<file path="config.mk">
export PLATFORM = sky130hd
export DESIGN_NAME = cbx_exec
export DESIGN_NICKNAME = d
export VERILOG_FILES = /design/src/common/cbx_pkg.sv /design/src/rtl/cbx_exec.sv /design/src/rtl/cbx_decode.sv /design/src/rtl/cbx_word_bus.sv
export SDC_FILE = /design/constraint.sdc
export NUM_CORES = 1
export LEC_CHECK = 0
export ABC_CLOCK_PERIOD_IN_PS = 3300
export BUFFER_PORTS_ARGS = -buffer_cell sky130_fd_sc_hd__buf_2
export CORE_ASPECT_RATIO = 1.1
export CORE_UTILIZATION = 52
export CTS_BUF_LIST = sky130_fd_sc_hd__clkbuf_2 sky130_fd_sc_hd__clkbuf_4 sky130_fd_sc_hd__clkbuf_8
export CTS_CLUSTER_DIAMETER = 100
export DETAILED_ROUTE_END_ITERATION = 7
export GPL_ROUTABILITY_DRIVEN = 0
export PLACE_DENSITY = 0.79
export SYNTH_ARGS = -nofsm -noshare
export SYNTH_HDL_FRONTEND = slang
export SYNTH_HIERARCHICAL = 1
export SYNTH_SLANG_ARGS = --single-unit
</file>
<file path="constraint.sdc">
create_clock -name clk -period 3.3 [get_ports clk]
set_input_delay 0.495 -clock clk [delete_from_list [all_inputs] [get_ports clk]]
set_output_delay 0.495 -clock clk [all_outputs]
set_load 0.01 [all_outputs]
</file>
<file path="src/common/cbx_pkg.sv">
package cbx_pkg;

  // ****************************************
  // Opcodes
  // ****************************************
  localparam logic [7:0] OP_CALL_NEAR_REL  = 8'he8;
  localparam logic [7:0] OP_CALL_FAR_IMM   = 8'h9a;
  localparam logic [7:0] OP_GROUP_FF       = 8'hff;
  localparam logic [7:0] OP_SIGN_EXTEND    = 8'h98;
  localparam logic [7:0] OP_CLEAR_CARRY    = 8'hf8;
  localparam logic [7:0] OP_BOUND_CHECK    = 8'h62;
  localparam logic [7:0] OP_NEAR_RETURN    = 8'hc3;
  localparam logic [2:0] FF_REG_CALL_NEAR  = 3'h2;
  localparam logic [2:0] FF_REG_CALL_FAR   = 3'h3;
  localparam logic [1:0] MOD_REGISTER      = 2'h3;

  // ****************************************
  // Constants
  // ****************************************
  localparam logic [7:0]  SIGN_FILL_ONES   = 8'hff;
  localparam logic [7:0]  SIGN_FILL_ZEROS  = 8'h00;
  localparam logic [15:0] WORD_STEP        = 16'h0002;
  localparam logic [7:0]  BOUND_TRAP_VEC   = 8'h05;
  localparam logic [15:0] PTR_RESET        = 16'h0000;

  // ****************************************
  // Clock counts, 16-bit bus / 8-bit bus
  // ****************************************
  localparam logic [5:0] CLK_NEAR_REL_W    = 6'd15;
  localparam logic [5:0] CLK_NEAR_REL_B    = 6'd19;
  localparam logic [5:0] CLK_NEAR_REG_W    = 6'd13;
  localparam logic [5:0] CLK_NEAR_REG_B    = 6'd17;
  localparam logic [5:0] CLK_NEAR_MEM_W    = 6'd19;
  localparam logic [5:0] CLK_NEAR_MEM_B    = 6'd27;
  localparam logic [5:0] CLK_FAR_IMM_W     = 6'd23;
  localparam logic [5:0] CLK_FAR_IMM_B     = 6'd31;
  localparam logic [5:0] CLK_FAR_MEM_W     = 6'd38;
  localparam logic [5:0] CLK_FAR_MEM_B     = 6'd54;
  localparam logic [5:0] CLK_SIMPLE        = 6'd2;
  localparam logic [5:0] CLK_BOUND         = 6'd33;
  localparam logic [5:0] CLK_RETURN        = 6'd16;
  localparam logic [5:0] CLK_UNKNOWN       = 6'd2;

  typedef enum logic [3:0] {
    CBX_K_NONE,
    CBX_K_NEAR_REL,
    CBX_K_NEAR_REG,
    CBX_K_NEAR_MEM,
    CBX_K_FAR_IMM,
    CBX_K_FAR_MEM,
    CBX_K_SIGN_EXT,
    CBX_K_CLR_CARRY,
    CBX_K_BOUND,
    CBX_K_RETURN
  } cbx_kind_t;

endpackage

</file>
<file path="src/rtl/cbx_exec.sv">
`timescale 1ns/100ps

module cbx_exec (
  input  wire logic        clk,
  input  wire logic        sys_rst,
  input  wire logic        narrow_bus,
  input  wire logic        instr_valid,
  input  wire logic [7:0]  opcode,
  input  wire logic [7:0]  modrm,
  input  wire logic [15:0] imm_word0,
  input  wire logic [15:0] imm_word1,
  input  wire logic [15:0] instr_addr,
  input  wire logic [15:0] next_instr_addr,
  input  wire logic [15:0] operand_reg,
  input  wire logic [15:0] operand_addr,
  input  wire logic        operand_uses_stack,
  input  wire logic [15:0] operand_disp,
  input  wire logic [15:0] code_segment_in,
  input  wire logic [15:0] stack_pointer_in,
  input  wire logic [15:0] accumulator_word_in,
  input  wire logic        load_state,
  output logic             mem_req,
  output logic             mem_we,
  output logic      [15:0] mem_addr,
  output logic      [15:0] mem_wdata,
  input  wire logic        mem_ack,
  input  wire logic [15:0] mem_rdata,
  output logic             busy,
  output logic             instr_done,
  output logic             trap_req,
  output logic      [7:0]  trap_vector,
  output logic      [15:0] instruction_pointer,
  output logic      [15:0] code_segment,
  output logic      [15:0] stack_pointer,
  output logic      [15:0] accumulator_word,
  output logic             carry_flag
);

  typedef enum logic [3:0] {
    CBX_S_IDLE,
    CBX_S_FETCH_LO,
    CBX_S_FETCH_HI,
    CBX_S_PUSH_SEG,
    CBX_S_PUSH_OFF,
    CBX_S_POP,
    CBX_S_WAIT,
    CBX_S_FINISH
  } cbx_state_t;

  cbx_state_t         state;
  cbx_pkg::cbx_kind_t kind;
  cbx_pkg::cbx_kind_t dec_kind;
  logic [5:0]         dec_clocks;
  logic [5:0]         cycle_left;
  logic [15:0]        op_addr;
  logic [15:0]        ret_off;
  logic [15:0]        first_word;
  logic [15:0]        target_off;
  logic [15:0]        target_seg;
  logic               out_of_range;
  logic               acc_start;
  logic               acc_write;
  logic [15:0]        acc_addr;
  logic [15:0]        acc_wdata;
  logic               acc_done;
  logic [15:0]        acc_rdata;
  logic [15:0]        base_addr;

  // ****************************************
  // Decode and word access
  // ****************************************
  cbx_decode u_decode (
    .opcode     (opcode),
    .modrm      (modrm),
    .narrow_bus (narrow_bus),
    .kind       (dec_kind),
    .clocks     (dec_clocks)
  );

  cbx_word_bus u_bus (
    .clk       (clk),
    .sys_rst   (sys_rst),
    .start     (acc_start),
    .write     (acc_write),
    .addr      (acc_addr),
    .wdata     (acc_wdata),
    .mem_req   (mem_req),
    .mem_we    (mem_we),
    .mem_addr  (mem_addr),
    .mem_wdata (mem_wdata),
    .mem_ack   (mem_ack),
    .mem_rdata (mem_rdata),
    .done      (acc_done),
    .rdata     (acc_rdata)
  );

  // Stack-based operand uses the pointer before any push
  assign base_addr = operand_uses_stack ? 16'(stack_pointer + operand_disp) : operand_addr;

  // ****************************************
  // Access requests per state
  // ****************************************
  always_comb
  begin
    acc_start = 1'b0;
    acc_write = 1'b0;
    acc_addr  = op_addr;
    acc_wdata = ret_off;
    if (state == CBX_S_IDLE && instr_valid && !load_state)
    begin
      unique case (dec_kind)
        cbx_pkg::CBX_K_NEAR_MEM, cbx_pkg::CBX_K_FAR_MEM, cbx_pkg::CBX_K_BOUND:
        begin
          acc_start = 1'b1;
          acc_addr  = base_addr;
        end
        cbx_pkg::CBX_K_NEAR_REL, cbx_pkg::CBX_K_NEAR_REG:
        begin
          acc_start = 1'b1;
          acc_write = 1'b1;
          acc_addr  = 16'(stack_pointer - cbx_pkg::WORD_STEP);
          acc_wdata = next_instr_addr;
        end
        cbx_pkg::CBX_K_FAR_IMM:
        begin
          acc_start = 1'b1;
          acc_write = 1'b1;
          acc_addr  = 16'(stack_pointer - cbx_pkg::WORD_STEP);
          acc_wdata = code_segment;
        end
        cbx_pkg::CBX_K_RETURN:
        begin
          acc_start = 1'b1;
          acc_addr  = stack_pointer;
        end
        default:
        begin
          acc_start = 1'b0;
        end
      endcase
    end
    else if (acc_done)
    begin
      unique case (state)
        CBX_S_FETCH_LO:
        begin
          if (kind != cbx_pkg::CBX_K_NEAR_MEM)
          begin
            acc_start = 1'b1;
            acc_addr  = 16'(op_addr + cbx_pkg::WORD_STEP);
          end
          else
          begin
            acc_start = 1'b1;
            acc_write = 1'b1;
            acc_addr  = 16'(stack_pointer - cbx_pkg::WORD_STEP);
          end
        end
        CBX_S_FETCH_HI:
        begin
          acc_start = kind == cbx_pkg::CBX_K_FAR_MEM;
          acc_write = 1'b1;
          acc_addr  = 16'(stack_pointer - cbx_pkg::WORD_STEP);
          acc_wdata = code_segment;
        end
        CBX_S_PUSH_SEG:
        begin
          acc_start = 1'b1;
          acc_write = 1'b1;
          acc_addr  = 16'(mem_addr - cbx_pkg::WORD_STEP);
        end
        default:
        begin
          acc_start = 1'b0;
        end
      endcase
    end
  end

  assign out_of_range = ($signed(operand_reg) < $signed(first_word)) ||
                        ($signed(operand_reg) > $signed(acc_rdata));

  // ****************************************
  // Sequencer
  // ****************************************
  always_ff @(posedge clk)
  begin
    if (sys_rst)
    begin
      state      <= CBX_S_IDLE;
      kind       <= cbx_pkg::CBX_K_NONE;
      cycle_left <= 6'd0;
      op_addr    <= cbx_pkg::PTR_RESET;
      ret_off    <= cbx_pkg::PTR_RESET;
      first_word <= cbx_pkg::PTR_RESET;
      target_off <= cbx_pkg::PTR_RESET;
      target_seg <= cbx_pkg::PTR_RESET;
      busy       <= 1'b0;
    end
    else
    begin
      if (cycle_left != 6'd0)
      begin
        cycle_left <= cycle_left - 6'd1;
      end
      unique case (state)
        CBX_S_IDLE:
        begin
          if (instr_valid && !load_state)
          begin
            kind       <= dec_kind;
            cycle_left <= dec_clocks - 6'd1;
            op_addr    <= base_addr;
            ret_off    <= next_instr_addr;
            target_seg <= code_segment;
            busy       <= 1'b1;
            unique case (dec_kind)
              cbx_pkg::CBX_K_NEAR_REL:
              begin
                target_off <= 16'(next_instr_addr + imm_word0);
                state      <= CBX_S_PUSH_OFF;
              end
              cbx_pkg::CBX_K_NEAR_REG:
              begin
                target_off <= operand_reg;
                state      <= CBX_S_PUSH_OFF;
              end
              cbx_pkg::CBX_K_FAR_IMM:
              begin
                target_off <= imm_word0;
                target_seg <= imm_word1;
                state      <= CBX_S_PUSH_SEG;
              end
              cbx_pkg::CBX_K_NEAR_MEM, cbx_pkg::CBX_K_FAR_MEM, cbx_pkg::CBX_K_BOUND:
              begin
                state <= CBX_S_FETCH_LO;
              end
              cbx_pkg::CBX_K_RETURN:
              begin
                state <= CBX_S_POP;
              end
              default:
              begin
                target_off <= next_instr_addr;
                state      <= CBX_S_WAIT;
              end
            endcase
          end
        end
        CBX_S_FETCH_LO:
        begin
          if (acc_done)
          begin
            first_word <= acc_rdata;
            target_off <= acc_rdata;
            state      <= kind == cbx_pkg::CBX_K_NEAR_MEM ? CBX_S_PUSH_OFF : CBX_S_FETCH_HI;
          end
        end
        CBX_S_FETCH_HI:
        begin
          if (acc_done)
          begin
            if (kind == cbx_pkg::CBX_K_FAR_MEM)
            begin
              target_seg <= acc_rdata;
              state      <= CBX_S_PUSH_SEG;
            end
            else
            begin
              target_off <= out_of_range ? instr_addr : next_instr_addr;
              state      <= CBX_S_WAIT;
            end
          end
        end
        CBX_S_PUSH_SEG:
        begin
          if (acc_done)
          begin
            state <= CBX_S_PUSH_OFF;
          end
        end
        CBX_S_PUSH_OFF, CBX_S_POP:
        begin
          if (acc_done)
          begin
            if (state == CBX_S_POP)
            begin
              target_off <= acc_rdata;
            end
            state <= CBX_S_WAIT;
          end
        end
        CBX_S_WAIT:
        begin
          if (cycle_left <= 6'd1)
          begin
            state <= CBX_S_FINISH;
          end
        end
        CBX_S_FINISH:
        begin
          busy  <= 1'b0;
          state <= CBX_S_IDLE;
        end
      endcase
    end
  end

  // ****************************************
  // Architectural state and completion
  // ****************************************
  always_ff @(posedge clk)
  begin
    if (sys_rst)
    begin
      instruction_pointer <= cbx_pkg::PTR_RESET;
      code_segment        <= cbx_pkg::PTR_RESET;
      stack_pointer       <= cbx_pkg::PTR_RESET;
      accumulator_word    <= cbx_pkg::PTR_RESET;
      carry_flag          <= 1'b0;
      instr_done          <= 1'b0;
      trap_req            <= 1'b0;
      trap_vector         <= 8'h00;
    end
    else if (load_state && state == CBX_S_IDLE)
    begin
      code_segment     <= code_segment_in;
      stack_pointer    <= stack_pointer_in;
      accumulator_word <= accumulator_word_in;
      instr_done       <= 1'b0;
      trap_req         <= 1'b0;
    end
    else
    begin
      instr_done <= state == CBX_S_FINISH;
      trap_req   <= 1'b0;
      if (acc_done && mem_we)
      begin
        stack_pointer <= mem_addr;
      end
      if (acc_done && state == CBX_S_POP)
      begin
        stack_pointer <= 16'(stack_pointer + cbx_pkg::WORD_STEP);
      end
      if (state == CBX_S_FINISH)
      begin
        instruction_pointer <= target_off;
        code_segment        <= target_seg;
        if (kind == cbx_pkg::CBX_K_SIGN_EXT)
        begin
          accumulator_word[15:8] <= accumulator_word[7] ? cbx_pkg::SIGN_FILL_ONES
                                                        : cbx_pkg::SIGN_FILL_ZEROS;
        end
        if (kind == cbx_pkg::CBX_K_CLR_CARRY)
        begin
          carry_flag <= 1'b0;
        end
        if (kind == cbx_pkg::CBX_K_BOUND && target_off == instr_addr)
        begin
          trap_req    <= 1'b1;
          trap_vector <= cbx_pkg::BOUND_TRAP_VEC;
        end
      end
    end
  end

endmodule

</file>
<file path="src/rtl/cbx_decode.sv">
`timescale 1ns/100ps

module cbx_decode (
  input  wire logic [7:0]        opcode,
  input  wire logic [7:0]        modrm,
  input  wire logic              narrow_bus,
  output cbx_pkg::cbx_kind_t     kind,
  output logic      [5:0]        clocks
);

  // ****************************************
  // Instruction class and clock count
  // ****************************************
  always_comb
  begin
    kind   = cbx_pkg::CBX_K_NONE;
    clocks = cbx_pkg::CLK_UNKNOWN;
    unique case (opcode)
      cbx_pkg::OP_CALL_NEAR_REL:
      begin
        kind   = cbx_pkg::CBX_K_NEAR_REL;
        clocks = narrow_bus ? cbx_pkg::CLK_NEAR_REL_B : cbx_pkg::CLK_NEAR_REL_W;
      end
      cbx_pkg::OP_CALL_FAR_IMM:
      begin
        kind   = cbx_pkg::CBX_K_FAR_IMM;
        clocks = narrow_bus ? cbx_pkg::CLK_FAR_IMM_B : cbx_pkg::CLK_FAR_IMM_W;
      end
      cbx_pkg::OP_GROUP_FF:
      begin
        if (modrm[5:3] == cbx_pkg::FF_REG_CALL_NEAR)
        begin
          if (modrm[7:6] == cbx_pkg::MOD_REGISTER)
          begin
            kind   = cbx_pkg::CBX_K_NEAR_REG;
            clocks = narrow_bus ? cbx_pkg::CLK_NEAR_REG_B : cbx_pkg::CLK_NEAR_REG_W;
          end
          else
          begin
            kind   = cbx_pkg::CBX_K_NEAR_MEM;
            clocks = narrow_bus ? cbx_pkg::CLK_NEAR_MEM_B : cbx_pkg::CLK_NEAR_MEM_W;
          end
        end
        else if (modrm[5:3] == cbx_pkg::FF_REG_CALL_FAR && modrm[7:6] != cbx_pkg::MOD_REGISTER)
        begin
          kind   = cbx_pkg::CBX_K_FAR_MEM;
          clocks = narrow_bus ? cbx_pkg::CLK_FAR_MEM_B : cbx_pkg::CLK_FAR_MEM_W;
        end
      end
      cbx_pkg::OP_SIGN_EXTEND:
      begin
        kind   = cbx_pkg::CBX_K_SIGN_EXT;
        clocks = cbx_pkg::CLK_SIMPLE;
      end
      cbx_pkg::OP_CLEAR_CARRY:
      begin
        kind   = cbx_pkg::CBX_K_CLR_CARRY;
        clocks = cbx_pkg::CLK_SIMPLE;
      end
      cbx_pkg::OP_BOUND_CHECK:
      begin
        kind   = cbx_pkg::CBX_K_BOUND;
        clocks = cbx_pkg::CLK_BOUND;
      end
      cbx_pkg::OP_NEAR_RETURN:
      begin
        kind   = cbx_pkg::CBX_K_RETURN;
        clocks = cbx_pkg::CLK_RETURN;
      end
      default:
      begin
        kind   = cbx_pkg::CBX_K_NONE;
        clocks = cbx_pkg::CLK_UNKNOWN;
      end
    endcase
  end

endmodule

</file>
<file path="src/rtl/cbx_word_bus.sv">
`timescale 1ns/100ps

module cbx_word_bus (
  input  wire logic        clk,
  input  wire logic        sys_rst,
  input  wire logic        start,
  input  wire logic        write,
  input  wire logic [15:0] addr,
  input  wire logic [15:0] wdata,
  output logic             mem_req,
  output logic             mem_we,
  output logic      [15:0] mem_addr,
  output logic      [15:0] mem_wdata,
  input  wire logic        mem_ack,
  input  wire logic [15:0] mem_rdata,
  output logic             done,
  output logic      [15:0] rdata
);

  // ****************************************
  // One word access, held until acknowledged
  // ****************************************
  always_ff @(posedge clk)
  begin
    if (sys_rst)
    begin
      mem_req   <= 1'b0;
      mem_we    <= 1'b0;
      mem_addr  <= 16'h0000;
      mem_wdata <= 16'h0000;
    end
    else if (start)
    begin
      mem_req   <= 1'b1;
      mem_we    <= write;
      mem_addr  <= addr;
      mem_wdata <= wdata;
    end
    else if (mem_ack)
    begin
      mem_req <= 1'b0;
    end
  end

  always_ff @(posedge clk)
  begin
    if (sys_rst)
    begin
      done  <= 1'b0;
      rdata <= 16'h0000;
    end
    else
    begin
      done <= mem_req && mem_ack;
      if (mem_req && mem_ack)
      begin
        rdata <= mem_rdata;
      end
    end
  end

endmodule

</file>
==> flow_summary.ini, run 1 <==
[status]
outcome = complete, but fails checks
violations = DRC

[detailed_routing]
vias = 17500
postRouteAntennaNets = 0
drt_iter0_drc = 2207
routed_wl_mm = 58.3
drc = 35
drt-vias-per-instance = 6.39
drt-wirelength-per-cell_um = 21.3
firstDrtPassIters = 8

[place]
io_buffers = 298
place_ws_ns = -0.0456
dp_hpwl_mm = 42.8
place_inst = 2675
placed_area_um2 = 17500

[yosys]
seq_area_frac_synth_pct = 27.8
synth_area_leaders = dfxtp_1 28%, nand2_1 7.2%, nor2_1 6.5%, a21oi_1 6.1%, ha_1 5.8%
synth_edf_count = 0
syn-instance-count = 2039
synth_common_cells = 293 x nand2_1, 263 x nor2_1, 212 x dfxtp_1, 186 x a21oi_1, 115 x clkbuf_1
yosysWarnings = 6
avgSynthCellArea_um2 = 7.48
ys.flop_type = dfxtp_1
async_flop_share_pct = 0
yosysMostFrequentCell = nand2_1
synth_top_area_cell = dfxtp_1
synth_seq_cells = 212
synthesis.area_um2 = 15200
synth_top_area_share_pct = 27.8
synth.distinct_cells = 92

[power_and_ir_drop]
sw_frac_of_total_pct = 33.3
ir_drop_uv = 307
finalPower_mw = 7.48
pwr-share-seq_pct = 38.8
power_frac_comb_pct = 25.7
p_leak_nw = 7.61
p_int_mw = 4.98
p_sw_mw = 2.49
p_per_area_nw_per_um2 = 407
clockPowerShare_pct = 35.5

[global_routing]
use_met1_pct = 44.5
grt_pass1_vias = 16300
antenna_found_initial = 3
grt.total_usage_pct = 38.3
overflow = 0
grt_pass1_wl_mm = 88.9
grt_max_degree = 70
grt_use_met2_pct = 60.2
use_met3_pct = 8.50
busiest_layer = met2

[clock_network]
clkSlewWorstSetupHoldPaths_ns = 0.07
postCtsHoldBufs = 0
clock_latency_ns = 0.57
cts_tree = yes
ctsRootBufferMaster = clkbuf_8
cts_resized = 0
cts_sinks = 212
htree_levels = 2
cts_setup_buffers = 0
cts_made_buffers = 37
cts_buffer_depth = 3

[timing]
setup-violations-final = 0
worstMarginPinSlew_ns = 0.756
fin_setup_tns_ns = 0
hold_slack_ns = 0.198
hold_violations = 0
final.min_clock_period_ns = 3.18
fmax_ghz = 0.315
maxSlewHeadroom_pct = 49.4
report.final.slew_viol_count = 0
rsz0062_at_grt = false
post-route-period-util_pct = 96.3
skew_ns = 0.0376
setup_ws_ns = 0.123

[layout]
design_area_um2 = 18400
regArea_um2 = 4250
fin_nets = 2618
num-fill-cells = 2505
multi_input_area_um2 = 10100
drive_gt1_share_pct = 22.5
area_growth_syn_to_layout_pct = 20.4
final_util_pct = 63.8
final_cells = 2740

[floorplan]
core_area_um2 = 28800
die_h_um = 182
start_util_pct = 52.9
fp-row-count = 65
die_area_um2 = 30000
dieWidth_um = 165
pin_count = 309

[worst_setup_path]
end_kind = flip-flop
start_kind = flip-flop
critPathArrivalTime_ns = 3.61
path_class = reg -> reg
critPathMaxFanout = 7
cp.required_ns = 3.74

[min_path]
hp-class = in -> reg

[flow_run]
cap_violations = 0
==> cells in the final DEF, fill, tap and decap left out, types with 14 or more instances in the layout <==
cell type | netlist | routed
buf_2 | 10 | 297
nand2_1 | 293 | 292
nor2_1 | 263 | 263
dfxtp_1 | 212 | 210
a21oi_1 | 186 | 186
buf_4 | 9 | 117
a211oi_1 | 71 | 71
ha_1 | 71 | 71
mux2i_1 | 68 | 67
xnor2_1 | 56 | 56
nand3_1 | 56 | 56
inv_1 | 54 | 53
o21ai_0 | 49 | 48
a311oi_1 | 45 | 45
clkbuf_8 | 0 | 44
xor2_1 | 34 | 34
nor3_1 | 29 | 28
o21ai_1 | 25 | 25
a21o_1 | 18 | 18
nand2b_1 | 17 | 17
o22ai_1 | 15 | 15
a22oi_1 | 15 | 15
a22o_1 | 15 | 15
nor2b_1 | 14 | 14
==> logic make-up after synthesis <==
family,count (synthesis),share of synthesized area (%)
buffers and inverters,214,6.15
DFF,212,27.8
muxes,81,5.43
adders and majority gates,73,6.09
xor gates and xnor gates,90,5.17
and+or+nand+nor,768,22.4
other,1,0.0246
AOI/OAI and AO/OA,600,26.9
==> state kept, by name, indices dropped and copies added, names as in the netlist <==
signal / cells
instr_done: 1
accumulator_word: 16
op_addr: 16
u_bus/mem_wdata: 16
cycle_left: 6
trap_vector: 1
u_bus/rdata: 16
target_off: 16
instruction_pointer: 16
trap_req: 1
kind: 4
stack_pointer: 16
u_bus/mem_addr: 16
ret_off: 16
u_bus/done: 1
code_segment: 16
target_seg: 16
busy: 1
u_bus/mem_we: 1
first_word: 16
u_bus/mem_req: 1
state: 3
==> power by group through the flow <==
stage          clock [mW]  sequential (mW)  combinational, mW
3_5_place_dp            0             2.93               1.85
2_1_floorplan           0             2.88               1.23
3_3_place_gp            0             2.93               1.80
4_1_cts              2.67             2.88               1.86
5_1_grt              2.79             2.91               2.09
6_report             2.66             2.90               1.92
==> metal layers <==
layer	share of wire, %	wire length, um
met1	36	20800
met2	45	26100
met3	11	6220
met4	8.9	5210
met5	0.022	13
==> final timing paths <==
| path | cells after the start | from | slack, ns | end |
|---|---|---|---|---|
| setup reg to reg | 11 | stack_pointer[2] | 0.12 | u_bus/mem_addr[14] |
| hold reg to reg | 2 | first_word[3] | 0.45 | first_word[3] |
| setup / recovery | 11 | stack_pointer[2] | 0.12 | u_bus/mem_addr[14] |
| hold / removal | 3 | accumulator_word_in[7] | 0.20 | accumulator_word[7] |
==> cell type report <==
| type | count | share of cell area (%) |
|---|---|---|
| multi-input cells | 1619 | 55.3 |
| flip-flops and latches | 212 | 23.1 |
| repair buffers | 421 | 13.6 |
| clock buffers | 54 | 3.71 |
| well taps | 368 | 2.51 |
| inverters | 55 | 1.12 |
| clock inverters | 9 | 0.634 |
| diodes | 2 | 0.0273 |
==> critical path, stage by stage (launching register included) <==
cell and delay (ns):
dfxtp_1 0.41, buf_4 0.24, or4_4 0.56, or4b_1 0.50, or4_4 0.45, a21o_1 0.17, nand2_1 0.06, a21oi_1 0.07
a221oi_1 0.21, o311ai_1 0.16, mux2i_1 0.18, nor2_1 0.06
No activity file was read; power rests on OpenSTA's default activity.
==> run 2, diff against run 1 <==
Settings changed: CORE_UTILIZATION 52 to 51, CTS_BUF_LIST sky130_fd_sc_hd__clkbuf_2 sky130_fd_sc_hd__clkbuf_4 sky130_fd_sc_hd__clkbuf_8 to default, PLACE_DENSITY 0.79 to 0.78.
==> run 2 against run 1 <==
Net effect:
- the flow now finishes without violations
- clock power is 2% higher
- clock-buffer cell count is 20 lower
- clock skew is 0.023 ns lower
- wire length is 1.2% lower
- critical path type unchanged
- highest routed layer is now met4
==> flow_summary.ini, run 2 (synthesis gave the netlist of run 1 again) <==
[timing]
worstMarginPinSlew_ns = 0.855
rsz0062_at_grt = false
skew_ns = 0.0151
setup_ws_ns = 0.137
setup-violations-final = 0
report.final.slew_viol_count = 0
final.min_clock_period_ns = 3.16
fmax_ghz = 0.316
maxSlewHeadroom_pct = 42.8
post-route-period-util_pct = 95.9
fin_setup_tns_ns = 0
hold_violations = 0

[power_and_ir_drop]
p_sw_mw = 2.43
p_leak_nw = 7.53
power_frac_comb_pct = 25.3
finalPower_mw = 7.52
sw_frac_of_total_pct = 32.3
clockPowerShare_pct = 36.1
p_int_mw = 5.09
ir_drop_uv = 402
pwr-share-seq_pct = 38.6
p_per_area_nw_per_um2 = 411

[layout]
multi_input_area_um2 = 10200
final_common_cell = buf_2
fin_nets = 2596
area_growth_syn_to_layout_pct = 20.1
final_cell_mix = 297 x buf_2, 292 x nand2_1, 263 x nor2_1
num-fill-cells = 2616
final_cells = 2713
drive_gt1_share_pct = 21.2
regArea_um2 = 4250
n_antenna_cell = 0

[min_path]
hold_path_end = accumulator_word[0]
hold_depth = 3
hp-class = in -> reg
hp-start = accumulator_word_in[0]

[clock_network]
htree_levels = 1
cts_tree = yes
cts_setup_buffers = 0
cts_made_buffers = 24
cts_sinks = 212
clock_latency_ns = 0.54
ctsRootBufferMaster = clkbuf_16
cts_buffer_depth = 3
clkSlewWorstSetupHoldPaths_ns = 0.06

[worst_setup_path]
r2r_start = stack_pointer[2]
cp_slowest_cell = or3b_1
crit_path_max_incr_delay_ns = 0.48
r2r_cells = 11
reg2reg_to = u_bus/mem_addr[9]
critPathArrivalTime_ns = 3.57
crit_chain = inv_1 > ha_1 > or3b_1 > nor3_4 > nand2_1 > xnor2_1 > a222oi_1 > o21ai_0 > a21o_1 > mux2i_1 > nor2_1
critPathMaxFanout = 7
path_delay_family = simple AND/OR/NAND/NOR gates
end_kind = flip-flop
r2r_setup_slack_ns = 0.14
cp.required_ns = 3.70
crit_cells = 11
start_kind = flip-flop
cp_num_buf_inv = 1
path_class = reg -> reg

[status]
outcome = completed

[detailed_routing]
drc = 0
vias = 17300
firstDrtPassIters = 7
postRouteAntennaNets = 0
drt-wirelength-per-cell_um = 21.2
drt_iter0_drc = 2232
drt-vias-per-instance = 6.37
routed_wl_mm = 57.6

[global_routing]
grt_pass1_wl_mm = 87.9
antenna_found_initial = 0
overflow = 0
grt_max_degree = 80
grt.total_usage_pct = 36.5
grt_pass1_vias = 16200

[place]
place_inst = 2672
place_ws_ns = -0.229
dp_hpwl_mm = 42.8
io_buffers = 298

[floorplan]
fp-row-count = 66
die_area_um2 = 30600
core_area_um2 = 29500
die_h_um = 183
dieWidth_um = 167
start_util_pct = 51.7
pin_count = 309

[flow_run]
cap_violations = 0
==> run 2: how the worst max path moves through the flow <==
stage	from	endpoint	slack, ns
4_1_cts	stack_pointer[2]	u_bus/mem_addr[10]	0.15
6_report	stack_pointer[2]	u_bus/mem_addr[9]	0.14
2_1_floorplan	opcode[5]	u_bus/mem_wdata[10]	0.02
3_3_place_gp	opcode[3]	u_bus/mem_addr[4]	-0.26
5_1_grt	stack_pointer[4]	u_bus/mem_addr[15]	0.04
3_5_place_dp	opcode[3]	u_bus/mem_addr[4]	-0.23
==> run 2: routing by layer <==
layer / track usage (%) / part of all wire (%) / up-vias
met5: 0 / 0 / -
met4: 30.1 / 9.2 / 0
met3: 6.82 / 10 / 324
met2: 58.5 / 44 / 1131
met1: 42.5 / 36 / 7924
li1: - / - / 7907
==> run 2: cell type report <==
| type | count | area share, % |
|---|---|---|
| Tap cell | 374 | 2.56 |
| Clock buffer | 34 | 3.77 |
| Clock inverter | 7 | 0.499 |
| Inverter | 55 | 1.13 |
| Sequential cell | 212 | 23.2 |
| Timing Repair Buffer | 412 | 13.3 |
| Multi-Input combinational cell | 1619 | 55.5 |
==> run 2: per-stage QoR <==
stage | cell area, um^2 | hold slack, ns | utilization, %
2_1_floorplan | 15300 | 0.432 | -
6_report | 18300 | 0.214 | 62.1
5_1_grt | 18300 | 0.220 | 62.1
4_1_cts | 18300 | 0.200 | 62.0
3_3_place_gp | 17500 | 0.439 | 59.3
3_5_place_dp | 17500 | 0.446 | 59.3
==> run 2: power by group through the flow <==
stage	sequential, mW	combinational, mW	clock (mW)
after global placement	2.93	1.78	0
after CTS	2.89	1.85	2.73
final	2.90	1.90	2.71
after detailed placement	2.94	1.84	0
after global routing	2.91	2.07	2.82
after floorplan	2.88	1.23	0
==> run 2: what timing repair did <==
action,4_1_cts,5_1_grt
hold buffers,0,0
setup endpoints to repair,1,9
resized for setup,1,8
==> run 2: tightest hold or removal path, delay by kind of cell <==
family / cells / cell delay, ns
and+or+nand+nor: 1 / 0.04
AOI/OAI and AO/OA: 1 / 0.05
buffers and inverters: 1 / 0.09
